--- src/verilog/wut_pkg.sv ---
// Constants shared by the wake-up interval timer files.
// Assumes a single 250 MHz system clock and an APB register port.
package wut_pkg;

  // Register byte addresses
  localparam logic [7:0] CTRL_ADDR  = 8'h00;
  localparam logic [7:0] COUNT_ADDR = 8'h04;

  // Control/status field positions
  localparam int OVF_BIT   = 7;
  localparam int IEN_BIT   = 6;
  localparam int CAL_BIT   = 5;
  localparam int CLR_BIT   = 4;
  localparam int ON_BIT    = 3;
  localparam int SEL_MSB   = 2;
  localparam int SEL_LSB   = 0;
  localparam int SEL_W     = 3;
  localparam int REG_W     = 8;
  localparam int DATA_W    = 32;

  // Reset values
  localparam logic [REG_W-1:0] CTRL_RESET = 8'h00;
  localparam logic [SEL_W-1:0] SEL_RESET  = 3'h0;

  // Slow-clock cycle counts
  localparam int RC_BASE_CYCLES   = 4096;
  localparam int XTAL_BASE_CYCLES = 1024;
  localparam int RC_CAL_CYCLES    = 256;
  localparam int XTAL_CAL_CYCLES  = 64;
  localparam int CNT_W            = 19;

  // Bus answer state
  typedef enum logic [1:0] {
    WUT_IDLE = 2'b00,
    WUT_WAIT = 2'b01,
    WUT_DONE = 2'b11
  } wut_bus_state_t;

endpackage : wut_pkg

--- src/verilog/wut_sync.sv ---
// Two-flop synchroniser for a pin level, with a rising-edge pulse.
// Assumes the input is asynchronous to mclk and slower than mclk/4.
`timescale 1ns/1ps
module wut_sync (
  input  wire logic mclk,
  input  wire logic srst,
  input  wire logic pinIn,
  output logic      levelOut,
  output logic      risePulse
);

  logic stage1_reg;
  logic stage2_reg;
  logic stage3_reg;

  // First stage feeds only the second stage; edges are taken later
  always_ff @(posedge mclk) begin
    if (srst) begin
      stage1_reg <= 1'b0;
      stage2_reg <= 1'b0;
      stage3_reg <= 1'b0;
    end else begin
      stage1_reg <= pinIn;
      stage2_reg <= stage1_reg;
      stage3_reg <= stage2_reg;
    end
  end

  assign levelOut  = stage2_reg;
  assign risePulse = stage2_reg & ~stage3_reg;

endmodule : wut_sync

--- src/verilog/wut_interval_counter.sv ---
// Slow-clock cycle counter with overflow and calibration pulses.
// Assumes tick is a one-cycle mclk pulse per slow-clock rising edge.
`timescale 1ns/1ps
module wut_interval_counter #(
  parameter int RC_BASE   = wut_pkg::RC_BASE_CYCLES,
  parameter int XTAL_BASE = wut_pkg::XTAL_BASE_CYCLES,
  parameter int RC_CAL    = wut_pkg::RC_CAL_CYCLES,
  parameter int XTAL_CAL  = wut_pkg::XTAL_CAL_CYCLES
) (
  input  wire logic                        mclk,
  input  wire logic                        srst,
  input  wire logic                        tick,
  input  wire logic                        clear,
  input  wire logic                        enable,
  input  wire logic                        xtalSel,
  input  wire logic [wut_pkg::SEL_W-1:0]   intervalSel,
  output logic      [wut_pkg::CNT_W-1:0]   count_reg,
  output logic                             ovfPulse_reg,
  output logic                             calPulse_reg
);

  logic [wut_pkg::CNT_W-1:0] lastCount;
  logic [wut_pkg::CNT_W-1:0] calMask;
  logic                      step;

  // Interval doubles per select code; terminal index is one below it
  always_comb begin
    lastCount = xtalSel ? wut_pkg::CNT_W'(XTAL_BASE) : wut_pkg::CNT_W'(RC_BASE);
    lastCount = (lastCount << intervalSel) - wut_pkg::CNT_W'(1);
    calMask   = xtalSel ? wut_pkg::CNT_W'(XTAL_CAL - 1) : wut_pkg::CNT_W'(RC_CAL - 1);
  end

  assign step = enable & tick & ~clear;

  // Clear restarts from zero; overflow wraps and keeps counting
  always_ff @(posedge mclk) begin
    if (srst || clear) begin
      count_reg <= '0;
    end else if (step) begin
      count_reg <= (count_reg == lastCount) ? '0 : count_reg + wut_pkg::CNT_W'(1);
    end
  end

  always_ff @(posedge mclk) begin
    if (srst) begin
      ovfPulse_reg <= 1'b0;
      calPulse_reg <= 1'b0;
    end else begin
      ovfPulse_reg <= step & (count_reg == lastCount);
      calPulse_reg <= step & ((count_reg & calMask) == calMask);
    end
  end

endmodule : wut_interval_counter

--- src/verilog/wut_timer.sv ---
// Wake-up interval timer: APB register, flags and interrupt request.
// Assumes the slow clock arrives as a pin, source choice is made outside,
// and the CPU supplies its global enable and a vector-taken pulse.
//
// How it works
// - Count slow RC or crystal clock ticks
// - Three-bit select doubles interval per code
// - Overflow sets the overflow flag bit 7
// - Vector execution clears the overflow flag
// - Writing one clears overflow; zero keeps
// - Interrupt needs global enable, enable, flag
// - Calibration flag every 256 or 64 ticks
// - Writing one clears the calibration flag
// - Counter clear bit restarts; reads zero
// - Enable bit runs or stops the timer
`timescale 1ns/1ps
module wut_timer #(
  parameter int RC_BASE   = wut_pkg::RC_BASE_CYCLES,
  parameter int XTAL_BASE = wut_pkg::XTAL_BASE_CYCLES,
  parameter int RC_CAL    = wut_pkg::RC_CAL_CYCLES,
  parameter int XTAL_CAL  = wut_pkg::XTAL_CAL_CYCLES
) (
  input  wire logic                          mclk,
  input  wire logic                          srst,
  input  wire logic                          psel,
  input  wire logic                          penable,
  input  wire logic                          pwrite,
  input  wire logic [7:0]                    paddr,
  input  wire logic [wut_pkg::DATA_W-1:0]    pwdata,
  output logic      [wut_pkg::DATA_W-1:0]    prdata,
  output logic                               pready,
  output logic                               pslverr,
  input  wire logic                          slowClkPin,
  input  wire logic                          xtalSourcePin,
  input  wire logic                          cpuIntEnable,
  input  wire logic                          vectorTaken,
  output logic                               wakeIrq
);

  ////////////////////////////////////////////////////////////////////////
  // Elaboration checks

  if (RC_BASE < 2 || XTAL_BASE < 2 || (RC_BASE << 7) > (1 << wut_pkg::CNT_W)
      || (XTAL_BASE << 7) > (1 << wut_pkg::CNT_W)) begin : g_bad_base
    $error("Interval base does not fit the counter");
  end
  if ((RC_CAL & (RC_CAL - 1)) != 0 || (XTAL_CAL & (XTAL_CAL - 1)) != 0
      || RC_CAL > RC_BASE || XTAL_CAL > XTAL_BASE) begin : g_bad_cal
    $error("Calibration period must be a power of two within the base");
  end
  if ((RC_BASE & (RC_BASE - 1)) != 0 || (XTAL_BASE & (XTAL_BASE - 1)) != 0) begin : g_base_pow2
    // Calibration pulses only stay periodic across a wrap on power-of-two bases
    $error("Interval base must be a power of two");
  end

  ////////////////////////////////////////////////////////////////////////
  // Declarations

  wut_pkg::wut_bus_state_t          busState_reg;
  wut_pkg::wut_bus_state_t          busState_next;
  logic [wut_pkg::DATA_W-1:0]       prdata_reg;
  logic                             pslverr_reg;
  logic                             pready_reg;
  logic                             ovfFlag_reg;
  logic                             irqEn_reg;
  logic                             calFlag_reg;
  logic                             timerOn_reg;
  logic [wut_pkg::SEL_W-1:0]        sel_reg;
  logic                             wakeIrq_reg;
  logic                             slowTick;
  logic                             xtalSel;
  logic [wut_pkg::CNT_W-1:0]        count;
  logic                             ovfPulse;
  logic                             calPulse;
  logic                             accessDone;
  logic                             ctrlWrite;
  logic                             counterClear;
  logic [wut_pkg::REG_W-1:0]        ctrlView;

  function automatic logic addrMapped(input logic [7:0] addr);
    addrMapped = (addr == wut_pkg::CTRL_ADDR) || (addr == wut_pkg::COUNT_ADDR);
  endfunction : addrMapped

  function automatic logic isCtrl(input logic [7:0] addr);
    isCtrl = (addr == wut_pkg::CTRL_ADDR);
  endfunction : isCtrl

  ////////////////////////////////////////////////////////////////////////
  // Slow clock and source pins

  // Slow clock is sampled as data, so it must stay well below mclk/4
  wut_sync u_slow_sync (
    .mclk      (mclk),
    .srst      (srst),
    .pinIn     (slowClkPin),
    .levelOut  (),
    .risePulse (slowTick)
  );

  wut_sync u_src_sync (
    .mclk      (mclk),
    .srst      (srst),
    .pinIn     (xtalSourcePin),
    .levelOut  (xtalSel),
    .risePulse ()
  );

  wut_interval_counter #(
    .RC_BASE   (RC_BASE),
    .XTAL_BASE (XTAL_BASE),
    .RC_CAL    (RC_CAL),
    .XTAL_CAL  (XTAL_CAL)
  ) u_counter (
    .mclk         (mclk),
    .srst         (srst),
    .tick         (slowTick),
    .clear        (counterClear),
    .enable       (timerOn_reg),
    .xtalSel      (xtalSel),
    .intervalSel  (sel_reg),
    .count_reg    (count),
    .ovfPulse_reg (ovfPulse),
    .calPulse_reg (calPulse)
  );

  ////////////////////////////////////////////////////////////////////////
  // APB slave: one wait state, answer registered

  always_comb begin
    busState_next = busState_reg;
    case (busState_reg)
      wut_pkg::WUT_IDLE: begin
        if (psel && !penable) begin
          busState_next = wut_pkg::WUT_WAIT;
        end
      end
      wut_pkg::WUT_WAIT: begin
        if (psel && penable) begin
          busState_next = wut_pkg::WUT_DONE;
        end
      end
      wut_pkg::WUT_DONE: begin
        busState_next = wut_pkg::WUT_IDLE;
      end
      default: begin
        busState_next = wut_pkg::WUT_IDLE;
      end
    endcase
  end

  always_ff @(posedge mclk) begin
    if (srst) begin
      busState_reg <= wut_pkg::WUT_IDLE;
    end else begin
      busState_reg <= busState_next;
    end
  end

  // A transfer completes at the edge where the master sees pready
  assign accessDone   = (busState_reg == wut_pkg::WUT_DONE) && psel && penable;
  assign ctrlWrite    = accessDone && pwrite && isCtrl(paddr);
  assign counterClear = ctrlWrite && pwdata[wut_pkg::CLR_BIT];

  assign ctrlView = {ovfFlag_reg, irqEn_reg, calFlag_reg, 1'b0, timerOn_reg, sel_reg};

  // Ready is registered with the data so the port comes straight from a flip-flop
  always_ff @(posedge mclk) begin
    if (srst) begin
      prdata_reg  <= '0;
      pslverr_reg <= 1'b0;
      pready_reg  <= 1'b0;
    end else if (busState_next == wut_pkg::WUT_DONE) begin
      pready_reg  <= 1'b1;
      pslverr_reg <= !addrMapped(paddr);
      if (pwrite || !addrMapped(paddr)) begin
        prdata_reg <= '0;
      end else if (isCtrl(paddr)) begin
        prdata_reg <= {{(wut_pkg::DATA_W - wut_pkg::REG_W){1'b0}}, ctrlView};
      end else begin
        prdata_reg <= {{(wut_pkg::DATA_W - wut_pkg::CNT_W){1'b0}}, count};
      end
    end else begin
      pready_reg  <= 1'b0;
      pslverr_reg <= 1'b0;
      prdata_reg  <= '0;
    end
  end

  ////////////////////////////////////////////////////////////////////////
  // Control fields

  always_ff @(posedge mclk) begin
    if (srst) begin
      irqEn_reg   <= wut_pkg::CTRL_RESET[wut_pkg::IEN_BIT];
      timerOn_reg <= wut_pkg::CTRL_RESET[wut_pkg::ON_BIT];
      sel_reg     <= wut_pkg::SEL_RESET;
    end else if (ctrlWrite) begin
      irqEn_reg   <= pwdata[wut_pkg::IEN_BIT];
      timerOn_reg <= pwdata[wut_pkg::ON_BIT];
      sel_reg     <= pwdata[wut_pkg::SEL_MSB:wut_pkg::SEL_LSB];
    end
  end

  ////////////////////////////////////////////////////////////////////////
  // Flags: a set in the same cycle as a clear wins

  always_ff @(posedge mclk) begin
    if (srst) begin
      ovfFlag_reg <= wut_pkg::CTRL_RESET[wut_pkg::OVF_BIT];
    end else if (ovfPulse) begin
      ovfFlag_reg <= 1'b1;
    end else if (vectorTaken) begin
      ovfFlag_reg <= 1'b0;
    end else if (ctrlWrite && pwdata[wut_pkg::OVF_BIT]) begin
      ovfFlag_reg <= 1'b0;
    end
  end

  always_ff @(posedge mclk) begin
    if (srst) begin
      calFlag_reg <= wut_pkg::CTRL_RESET[wut_pkg::CAL_BIT];
    end else if (calPulse) begin
      calFlag_reg <= 1'b1;
    end else if (ctrlWrite && pwdata[wut_pkg::CAL_BIT]) begin
      calFlag_reg <= 1'b0;
    end
  end

  // Request follows the flag one cycle late so the output is registered
  always_ff @(posedge mclk) begin
    if (srst) begin
      wakeIrq_reg <= 1'b0;
    end else begin
      wakeIrq_reg <= cpuIntEnable && irqEn_reg && ovfFlag_reg;
    end
  end

  assign prdata  = prdata_reg;
  assign pready  = pready_reg;
  assign pslverr = pslverr_reg;
  assign wakeIrq = wakeIrq_reg;
endmodule : wut_timer

--- config.mk ---
export PLATFORM = sky130hd
export DESIGN_NAME = wut_timer
export DESIGN_NICKNAME = d
export VERILOG_FILES = /design/src/verilog/wut_pkg.sv /design/src/verilog/wut_sync.sv /design/src/verilog/wut_interval_counter.sv /design/src/verilog/wut_timer.sv
export SDC_FILE = /design/constraint.sdc
export NUM_CORES = 1
export LEC_CHECK = 0
export BUFFER_PORTS_ARGS = -buffer_cell sky130_fd_sc_hd__buf_2
export CAP_MARGIN = 30
export CORE_AREA = 2 2 73 75
export CTS_CLUSTER_SIZE = 16
export DETAILED_ROUTE_END_ITERATION = 6
export DIE_AREA = 0 0 75 77
export MAX_ROUTING_LAYER = met4
export PLACE_DENSITY_LB_ADDON = 0.3
export SLEW_MARGIN = 0
export SYNTH_ARGS = -nofsm -noshare
export SYNTH_HDL_FRONTEND = slang
export SYNTH_SLANG_ARGS = --single-unit
--- constraint.sdc ---
create_clock -name mclk -period 9.6 [get_ports mclk]
set_clock_uncertainty 0.05 [all_clocks]
set_input_delay 1.92 -clock mclk [delete_from_list [all_inputs] [get_ports mclk]]
set_output_delay 1.92 -clock mclk [all_outputs]
set_load 0.05 [all_outputs]
After elaboration in Yosys (flattened, before gate mapping)
Index checks and enable logic that the tools add are counted.
W data, S select, Z words.
{"block": "word_totals", "inputBits": 49, "register_bits": 70, "elab_cells": 73, "output_inout_bits": 35}
{"block": "op_classes", "shift": 1, "add_sub_neg": 2, "bitwise": 9, "reduce_logical": 23, "muxes": 13, "n_eq_ne": 6}
{"operator": "$eq A19 B19 Y1", "count": 2}
{"operator": "$add A19 B1 Y19 const B", "count": 1}
{"operator": "$and A19 B8 Y19", "count": 1}
{"operator": "$mux W19", "count": 1}
{"operator": "$shl A19 B3 Y19", "count": 1}
{"operator": "$sub A19 B1 Y19 const B", "count": 1}
{"operator": "$mux W8", "count": 2}
{"operator": "$mux W13", "count": 1}
{"operator": "$logic_and A1 B1 Y1", "count": 11}
{"operator": "$eq A8 B3 Y1 const B", "count": 1}
{"operator": "$logic_not A8 Y1", "count": 1}
{"operator": "$mux W1", "count": 6}
{"operator": "$and A1 B1 Y1", "count": 5}
{"operator": "$eq A2 B2 Y1 const B", "count": 2}
{"operator": "$mux W2", "count": 2}
{"operator": "$pmux W2 S2", "count": 1}
{"operator": "$reduce_or A4 Y1", "count": 1}
{"operator": "$logic_or A1 B1 Y1", "count": 3}
{"operator": "$not A1 Y1", "count": 3}
{"operator": "$reduce_bool A3 Y1", "count": 1}
{"operator": "$reduce_or A3 Y1", "count": 1}
{"operator": "$eq A2 B1 Y1 const B", "count": 1}
{"operator": "$logic_not A1 Y1", "count": 2}
{"operator": "$logic_not A2 Y1", "count": 1}
{"operator": "other kinds (2)", "count": 2}

Longest topological paths before layout
Gate-level depths: netlist (run 1).
{"block": "logic_depth", "ltp_word": 9, "ltp_mapped": 13, "ltp_nobuf": 10}

By module
From an unflattened synthesis (run 1), not the netlist that was laid out.
{"block": "hier_totals", "hier_cells": 314, "hier_area_um2": 2820.2}
{"mod": "wut_timer", "n_inst": 1, "cells_per_inst": 138, "seq_area_each_um2": 620.6, "area_each_um2": 1330.0}
{"mod": "wut_interval_counter", "n_inst": 1, "cells_per_inst": 162, "seq_area_each_um2": 420.4, "area_each_um2": 1315.0}
{"mod": "wut_sync", "n_inst": 2, "cells_per_inst": 7, "seq_area_each_um2": 60.1, "area_each_um2": 87.6}

Worst setup path before layout (run 1)
Ideal clock, no wire load.
{"block": "synth_path", "path_kind": "input to register", "from": "input port paddr[5]", "to": "register prdata_reg, in the netlist prdata[10]", "arrival_time_ns": 3.841, "t_required_ns": 9.491, "cell_stages": 7, "setup_ns": 0.059, "slack_ns": 5.650, "path_buffers": 2, "cell_sequence": "or4_1 -> or4_1 -> or3b_1 -> clkbuf_1 -> a21oi_1 -> clkbuf_2 -> and2_1"}
{"block": "synth_via", "elab_chain_len": 5, "elab_cells_between_ends": 6, "cone_classes": "eq/ne: 1; reduce/logical: 5"}
{"item": "start: declaration", "line": "wut_timer.sv:28", "text": "input wire logic [7:0] paddr,"}
{"item": "$eq A8 B3 Y1 / $logic_not A8 Y1 (equally long branches)", "line": "wut_timer.sv:81, wut_timer.sv:85"}
{"item": "$logic_or A1 B1 Y1", "line": "wut_timer.sv:81", "text": "addrMapped = (addr == wut_pkg::CTRL_ADDR) || (addr == wut_pkg::COUNT_ADDR);"}
{"item": "$logic_not A1 Y1", "line": "wut_timer.sv:175", "text": "if (pwrite || !addrMapped(paddr)) begin"}
{"item": "$logic_or A1 B1 Y1", "line": "wut_timer.sv:175"}
{"item": "$reduce_or A4 Y1 (no line) *"}
{"item": "end signal: assignment", "line": "wut_timer.sv:178", "text": "prdata_reg <= {{(wut_pkg::DATA_W - wut_pkg::REG_W){1'b0}}, ctrlView};"}
{"item": "end signal: assignment", "line": "wut_timer.sv:180", "text": "prdata_reg <= {{(wut_pkg::DATA_W - wut_pkg::CNT_W){1'b0}}, count};"}
{"item": "end: declaration", "line": "wut_timer.sv:61", "text": "logic [wut_pkg::DATA_W-1:0] prdata_reg;"}
Every way passes the cells marked *; elsewhere a longest branch is shown, timed or not.
A chain may end at the register's enable or synchronous reset.

Worst setup path after layout (run 1)
{"block": "layout_path", "from": "input port paddr[5]", "to": "register prdata_reg, in the netlist prdata[16]"}
Same word-level chain as after synthesis.

==> results of run 1 <==
[power groups by stage]
| stage | combinational [mW] | clock [mW] | sequential, mW |
|---|---|---|---|
| floorplan | 0.0238 | 0 | 0.244 |
| global placement | 0.0263 | 0 | 0.244 |
| detailed placement | 0.0268 | 0 | 0.244 |
| CTS | 0.0270 | 0.275 | 0.239 |
| global route | 0.0289 | 0.286 | 0.239 |
| finish | 0.0270 | 0.270 | 0.239 |
[Yosys cell counts, types with 2 or more instances]
cell type,count,area share
sky130_fd_sc_hd__and4_1,3,0.010
sky130_fd_sc_hd__nor2b_1,7,0.017
sky130_fd_sc_hd__or3b_2,2,0.0067
sky130_fd_sc_hd__a21oi_1,6,0.012
sky130_fd_sc_hd__inv_1,5,0.0072
sky130_fd_sc_hd__nor2_1,27,0.039
sky130_fd_sc_hd__or3_1,3,0.0072
sky130_fd_sc_hd__a211oi_1,2,0.0058
sky130_fd_sc_hd__xor2_1,11,0.037
sky130_fd_sc_hd__a311o_1,2,0.0077
sky130_fd_sc_hd__a31oi_1,2,0.0048
sky130_fd_sc_hd__nand2_1,19,0.027
sky130_fd_sc_hd__xnor2_1,14,0.047
sky130_fd_sc_hd__nor3_1,24,0.046
sky130_fd_sc_hd__dfxtp_1,57,0.44
sky130_fd_sc_hd__or4_1,4,0.012
sky130_fd_sc_hd__nor4_1,4,0.0096
sky130_fd_sc_hd__ha_1,2,0.0096
sky130_fd_sc_hd__buf_1,2,0.0029
sky130_fd_sc_hd__and3_1,5,0.012
sky130_fd_sc_hd__o21ai_0,4,0.0077
sky130_fd_sc_hd__nand3b_1,2,0.0058
sky130_fd_sc_hd__buf_4,14,0.040
sky130_fd_sc_hd__and2_1,13,0.031
sky130_fd_sc_hd__nand4_1,6,0.014
sky130_fd_sc_hd__or2_2,3,0.0072
sky130_fd_sc_hd__mux2i_1,12,0.046
sky130_fd_sc_hd__nand3_1,7,0.013
sky130_fd_sc_hd__buf_2,2,0.0039
sky130_fd_sc_hd__clkbuf_1,5,0.0072
[layer usage]
metal	vias to the layer above	share of wire	global-route usage
met5	-	0	-
met4	0	0.011	0.0821
met3	4	0.043	0.0657
met2	42	0.47	0.289
met1	915	0.48	0.246
li1	1054	-	-
[worst max-delay path: stages]
cell                      delay [ns]
sky130_fd_sc_hd__buf_2          0.10
sky130_fd_sc_hd__or4_1          0.57
sky130_fd_sc_hd__or4_1          0.43
sky130_fd_sc_hd__or3b_1         0.50
sky130_fd_sc_hd__a21oi_1        0.67
sky130_fd_sc_hd__and2_1         0.23
[cell usage in the layout, fill, tap and decap left out, types with 3 or more instances in the layout]
| cell | instances |
|---|---|
| sky130_fd_sc_hd__nor2b_1 | 7 |
| sky130_fd_sc_hd__clkbuf_8 | 10 |
| sky130_fd_sc_hd__or4_1 | 4 |
| sky130_fd_sc_hd__bufinv_16 | 3 |
| sky130_fd_sc_hd__xnor2_1 | 14 |
| sky130_fd_sc_hd__or2_2 | 3 |
| sky130_fd_sc_hd__and4_1 | 3 |
| sky130_fd_sc_hd__nor4_1 | 4 |
| sky130_fd_sc_hd__a21oi_1 | 6 |
| sky130_fd_sc_hd__mux2i_1 | 12 |
| sky130_fd_sc_hd__xor2_1 | 11 |
| sky130_fd_sc_hd__or3_1 | 3 |
| sky130_fd_sc_hd__nor2_1 | 27 |
| sky130_fd_sc_hd__conb_1 | 13 |
| sky130_fd_sc_hd__nor3_1 | 24 |
| sky130_fd_sc_hd__inv_1 | 5 |
| sky130_fd_sc_hd__clkinv_2 | 3 |
| sky130_fd_sc_hd__nand2_1 | 19 |
| sky130_fd_sc_hd__buf_2 | 46 |
| sky130_fd_sc_hd__o21ai_0 | 4 |
| sky130_fd_sc_hd__nand3_1 | 7 |
| sky130_fd_sc_hd__nand4_1 | 6 |
| sky130_fd_sc_hd__and2_1 | 13 |
| sky130_fd_sc_hd__and3_1 | 5 |
| sky130_fd_sc_hd__dfxtp_1 | 57 |
[kinds of logic (layout without fill, tap and decap cells)]
| family | after synthesis | in the layout | synth area share |
|---|---|---|---|
| flip-flops | 57 | 57 | 0.440 |
| adder cells (fa/ha/maj) | 2 | 2 | 0.00964 |
| other | 1 | 13 | 0.00144 |
| buffers and inverters | 30 | 67 | 0.0680 |
| multiplexers | 12 | 12 | 0.0463 |
| AND/OR/NAND/NOR | 138 | 138 | 0.296 |
| AO/OA/AOI/OAI | 21 | 21 | 0.0545 |
| XOR/XNOR | 25 | 25 | 0.0843 |
[worst max-delay path by stage]
stage,end,startpoint,cells after the start
floorplan,prdata[10]$_SDFF_PP0_,paddr[5],7
global placement,prdata[9]$_SDFF_PP0_,paddr[5],6
detailed placement,prdata[10]$_SDFF_PP0_,paddr[5],6
CTS,prdata[4]$_SDFF_PP0_,paddr[5],6
global route,prdata[16]$_SDFF_PP0_,paddr[5],6
finish,prdata[16]$_SDFF_PP0_,paddr[5],6
[layout make-up]
type,count,area share
Timing Repair Buffer,46,0.0756
Sequential cell,57,0.375
Multi-Input combinational cell,211,0.435
Clock buffer,10,0.0452
Clock inverter,6,0.0345
Inverter,5,0.00617
Tap cell,70,0.0288
==> insert_results.sql, run 1 <==
INSERT INTO impl_metrics (metric_group, metric, value, unit) VALUES
('final_layout', 'post-route-util', '0.612', ''),
('min_path', 'min_from', 'u_slow_sync.stage1_reg$_SDFF_PP0_', ''),
('global_routing', 'groute.usage.overall', '0.197', ''),
('clocking', 'clk_pin_slew_worst_paths', '0.06', 'ns'),
('clocking', 'inserted_clock_buffers', '9', ''),
('placement', 'place_area', '0.00280', 'mm²'),
('final_layout', 'post_route_non_filler_standard_cell_count', '405', ''),
('worst_setup_path', 'cp.required', '9.82', 'ns'),
('power_and_ir_drop', 'power_leakage', '1.27', 'nW'),
('sta', 'finalWorstPathRequiredPeriod', '4.21', 'ns'),
('clocking', 'cts_sinks', '57', ''),
('power_and_ir_drop', 'comb_power_share', '0.050', ''),
('job', 'drv_cap', '0', ''),
('route', 'via_count', '2015', ''),
('logic_synthesis', 'synthesis.area', '0.00260', 'mm²'),
('final_layout', 'area_delta_synth_final', '17.3', '%'),
('power_and_ir_drop', 'cellInternalPower', '0.423', 'mW'),
('clocking', 'cts_setup_buffers', '0', ''),
('placement', 'dp_hpwl', '3630', 'µm'),
('power_and_ir_drop', 'pwr-share-seq', '0.445', ''),
('logic_synthesis', 'mapped_cells', '286', ''),
('clocking', 'cts-resized-gates', '0', ''),
('route', 'drt-total-wl', '5190', 'µm'),
('clocking', 'clock_tree_from_tritoncts', 'built', ''),
('worst_setup_path', 'worst-r2r-cell-count', '9', ''),
('floorplanning', 'die_width', '75', 'µm'),
('power_and_ir_drop', 'power_per_cell_area', '176', 'mW/mm²'),
('clocking', 'cts_htree_levels', '3', ''),
('sta', 'post-route-worst-setup-slack', '5.39', 'ns'),
('final_layout', 'layout.nets', '381', ''),
('sta', 'period_share', '0.438', ''),
('run_status', 'status', 'complete, no violations', ''),
('route', 'detail_route.iter0.violations', '154', ''),
('placement', 'gp_congestion', '0.892', ''),
('worst_setup_path', 'worst_ep_arrival_time', '4.43', 'ns'),
('global_routing', 'grt_pass1_wl', '8440', 'µm'),
('sta', 'timing.setup.tns', '0', 'ns'),
('min_path', 'holdPathStages', '1', ''),
('route', 'routed_wire_length_per_instance', '12.8', 'µm'),
('final_layout', 'fillers', '431', ''),
('floorplanning', 'area_of_the_core_region', '0.00498', 'mm²'),
('final_layout', 'multi_input_area', '0.00132', 'mm²'),
('placement', 'detailedPlace.worstSlack', '5.02', 'ns'),
('route', 'drtAntennaViolNets', '0', ''),
('final_layout', 'area.sequential', '0.00114', 'mm²'),
('floorplanning', 'die_height', '77', 'µm'),
('logic_synthesis', 'synth.lib_cells_used.distinct', '47', ''),
('floorplanning', 'dieArea', '0.00578', 'mm²'),
('worst_setup_path', 'worstSetupPathType', 'in -> reg', ''),
('final_layout', 'proportion_of_layout_cells_with_a_drive_suffix_above_1', '0.215', ''),
('sta', 'relSlewSlack', '0.465', ''),
('min_path', 'tightest_hold_check_type', 'reg -> reg', ''),
('route', 'detailedRoute.firstPassIterationCount', '4', ''),
('power_and_ir_drop', 'p_sw', '0.113', 'mW'),
('sta', 'fmax', '0.238', 'GHz'),
('worst_setup_path', 'worstPathMaxFanout', '12', ''),
('floorplanning', 'floorplan.initialDensity', '0.522', ''),
('clocking', 'clock_latency_reported_for_the_late_side_of_the_worst_skew_pair', '0.33', 'ns'),
('power_and_ir_drop', 'ir_worst_vdd', '0.106', 'mV'),
('worst_setup_path', 'regToRegEndpoint', 'u_counter.count_reg[3]$_SDFFE_PP0P_', ''),
('sta', 'report.final.slew_viol_count', '0', ''),
('placement', 'placed_cells', '389', ''),
('clocking', 'post_cts_hold_buffer_count', '0', ''),
('sta', 'rsz0062_at_grt', 'false', ''),
('min_path', 'holdPathEnd', 'u_slow_sync.levelOut$_SDFF_PP0_', ''),
('global_routing', 'grt_overflow_total', '0', ''),
('worst_setup_path', 'worst_setup_path_end_kind', 'flip-flop', ''),
('route', 'route.detailed.vias_per_inst', '4.98', ''),
('logic_synthesis', 'ys.flop_type', 'sky130_fd_sc_hd__dfxtp_1', ''),
('sta', 'timing_worst_slew_pin_value', '0.797', 'ns'),
('power_and_ir_drop', 'sum_of_internal_switching_and_leakage_power', '0.536', 'mW');
Power figures use the tool's default switching activity.
==> inputs of run 2 (changes only) <==
--- a/config.mk
+++ b/config.mk
@@ -7,10 +7,10 @@
 export LEC_CHECK = 0
 export BUFFER_PORTS_ARGS = -buffer_cell sky130_fd_sc_hd__buf_2
 export CAP_MARGIN = 30
-export CORE_AREA = 2 2 73 75
+export CORE_AREA = 2 2 76 78
 export CTS_CLUSTER_SIZE = 16
 export DETAILED_ROUTE_END_ITERATION = 6
-export DIE_AREA = 0 0 75 77
+export DIE_AREA = 0 0 78 80
 export MAX_ROUTING_LAYER = met4
 export PLACE_DENSITY_LB_ADDON = 0.3
 export SLEW_MARGIN = 0
==> constraint.sdc (replaced) <==
create_clock -name mclk -period 3.98 [get_ports mclk]
set_clock_uncertainty 0.05 [all_clocks]
set_input_delay 0.796 -clock mclk [delete_from_list [all_inputs] [get_ports mclk]]
set_output_delay 0.796 -clock mclk [all_outputs]
set_load 0.05 [all_outputs]
==> insert_results.sql, run 2 (synthesized netlist as in run 1, its figures left out) <==
INSERT INTO impl_metrics (metric_group, metric, value, unit) VALUES
('clocking', 'clock_latency_reported_for_the_late_side_of_the_worst_skew_pair', '0.34', 'ns'),
('clocking', 'cts_htree_levels', '3', ''),
('clocking', 'cts_setup_buffers', '0', ''),
('sta', 'fmax', '0.284', 'GHz'),
('final_layout', 'proportion_of_layout_cells_with_a_drive_suffix_above_1', '0.231', ''),
('final_layout', 'post-route-util', '0.571', ''),
('sta', 'timing.setup.tns', '0', 'ns'),
('global_routing', 'grt_overflow_total', '0', ''),
('power_and_ir_drop', 'ir_worst_vdd', '0.180', 'mV'),
('route', 'routed_wire_length_per_instance', '12.6', 'µm'),
('clocking', 'inserted_clock_buffers', '9', ''),
('route', 'drt-total-wl', '5210', 'µm'),
('global_routing', 'antenna_found_initial', '0', ''),
('global_routing', 'grt_max_degree', '21', ''),
('worst_setup_path', 'worst_setup_path_end_kind', 'flip-flop', ''),
('sta', 'finalWorstPathRequiredPeriod', '3.52', 'ns'),
('job', 'drv_cap', '0', ''),
('floorplanning', 'dieArea', '0.00624', 'mm²'),
('final_layout', 'layout.nets', '388', ''),
('sta', 'timing.hold.ws', '0.387', 'ns'),
('global_routing', 'grt_pass1_wl', '8710', 'µm'),
('route', 'via_count', '2059', ''),
('worst_setup_path', 'cp.required', '4.13', 'ns'),
('global_routing', 'groute.usage.overall', '0.186', ''),
('run_status', 'status', 'complete, no violations', ''),
('final_layout', 'antennaDiodeCount', '0', ''),
('sta', 'report.final.slew_viol_count', '0', ''),
('clocking', 'clk_pin_slew_worst_paths', '0.07', 'ns'),
('route', 'drtAntennaViolNets', '0', ''),
('floorplanning', 'die_width', '78', 'µm'),
('sta', 'report.final.hold_viol_count', '0', ''),
('sta', 'timing_worst_slew_pin_value', '0.751', 'ns'),
('final_layout', 'layout.cells.most_common', 'sky130_fd_sc_hd__dfxtp_1', ''),
('floorplanning', 'floorplan.rows', '27', ''),
('power_and_ir_drop', 'power_leakage', '1.30', 'nW'),
('sta', 'setup_violations', '0', ''),
('placement', 'detailedPlace.worstSlack', '0.502', 'ns'),
('route', 'detail_route.iter0.violations', '105', ''),
('placement', 'dp_hpwl', '3750', 'µm'),
('clocking', 'cts_sinks', '57', ''),
('worst_setup_path', 'cp-start-kind', 'flip-flop', ''),
('worst_setup_path', 'worstSetupPathType', 'reg -> reg', ''),
('placement', 'buffer_ports.inserted', '46', ''),
('clocking', 'clk_root_buffer_cell', 'sky130_fd_sc_hd__clkbuf_8', ''),
('clocking', 'post_cts_hold_buffer_count', '0', ''),
('global_routing', 'grt_pass1_vias', '1878', ''),
('floorplanning', 'floorplan.initialDensity', '0.480', ''),
('clocking', 'clock_tree_from_tritoncts', 'built', ''),
('worst_setup_path', 'worstPathMaxFanout', '8', ''),
('route', 'detailedRoute.firstPassIterationCount', '4', ''),
('final_layout', 'area_delta_synth_final', '18.8', '%'),
('final_layout', 'fillers', '505', ''),
('sta', 'rsz0062_at_grt', 'false', ''),
('power_and_ir_drop', 'power_per_cell_area', '406', 'mW/mm²'),
('sta', 'relSlewSlack', '0.497', ''),
('route', 'route.detailed.vias_per_inst', '4.97', ''),
('final_layout', 'layout_common_cells', 'sky130_fd_sc_hd__dfxtp_1 (57), sky130_fd_sc_hd__buf_2 (46), sky130_fd_sc_hd__nor2_1 (27)', ''),
('worst_setup_path', 'worst_ep_arrival_time', '3.66', 'ns'),
('floorplanning', 'die_height', '80', 'µm'),
('clocking', 'cts-resized-gates', '0', ''),
('clocking', 'buffer_levels_on_the_longest_clock_path', '2', ''),
('route', 'drc_violations_left', '0', ''),
('sta', 'post-route-worst-setup-slack', '0.464', 'ns'),
('placement', 'gp_congestion', '0.857', ''),
('sta', 'period_share', '0.883', ''),
('floorplanning', 'area_of_the_core_region', '0.00541', 'mm²'),
('floorplanning', 'num_io_pins', '84', ''),
('min_path', 'tightest_hold_check_type', 'reg -> reg', '');
run 2: where the power goes:
group          internal (mW)  total [mW]  switching, mW
logic                 0.0178      0.0658         0.0480
registers              0.574       0.575        0.00152
clock network          0.384       0.611          0.227
total                  0.976        1.25          0.277
run 2: cell type report:
| cell class | count | area [µm²] | area share |
|---|---|---|---|
| Multi-Input combinational cell | 211 | 1320 | 0.429 |
| Sequential cell | 57 | 1140 | 0.370 |
| Timing Repair Buffer | 53 | 283 | 0.0916 |
| Clock buffer | 11 | 151 | 0.0491 |
| Tap cell | 72 | 90.1 | 0.0292 |
| Clock inverter | 5 | 77.6 | 0.0251 |
| Inverter | 5 | 18.8 | 0.00608 |
run 2: routing by layer:
layer,vias up,global-route usage,part of all wire
met4,0,0.0842,0.017
li1,1068,-,-
met1,945,0.234,0.50
met3,7,0.0543,0.043
met5,-,-,0
met2,39,0.278,0.44
run 2: metrics by stage:
step	cells	instance area (µm²)	total power [mW]
finish	414	3090	1.25
global placement	398	2860	0.653
detailed placement	398	2860	0.654
global route	414	3090	1.29
CTS	414	3090	1.27
floorplan	298	2640	0.646
run 2: path summary, 6_finish.rpt:
kind / start / to / slack, ns / depth (start not counted)
setup / recovery: sel_reg[1]$_SDFFE_PP0P_ / u_counter.count_reg[11]$_SDFFE_PP0P_ / 0.46 / 10
hold / removal: u_slow_sync.stage1_reg$_SDFF_PP0_ / u_slow_sync.levelOut$_SDFF_PP0_ / 0.39 / 1
setup reg to reg: sel_reg[1]$_SDFFE_PP0P_ / u_counter.count_reg[11]$_SDFFE_PP0P_ / 0.46 / 10
hold reg to reg: u_slow_sync.stage1_reg$_SDFF_PP0_ / u_slow_sync.levelOut$_SDFF_PP0_ / 0.39 / 1
run 2: worst max-delay path, stage by stage (launching register included):
cell and delay, ns:
sky130_fd_sc_hd__dfxtp_1 0.32, sky130_fd_sc_hd__nand2b_1 0.23, sky130_fd_sc_hd__or3_1 0.39, sky130_fd_sc_hd__ha_1 0.32, sky130_fd_sc_hd__xnor2_1 0.18, sky130_fd_sc_hd__a311o_1 0.36
sky130_fd_sc_hd__a311o_1 0.38, sky130_fd_sc_hd__or4_4 0.57, sky130_fd_sc_hd__nor4_4 0.31, sky130_fd_sc_hd__buf_4 0.22, sky130_fd_sc_hd__nor3_1 0.06
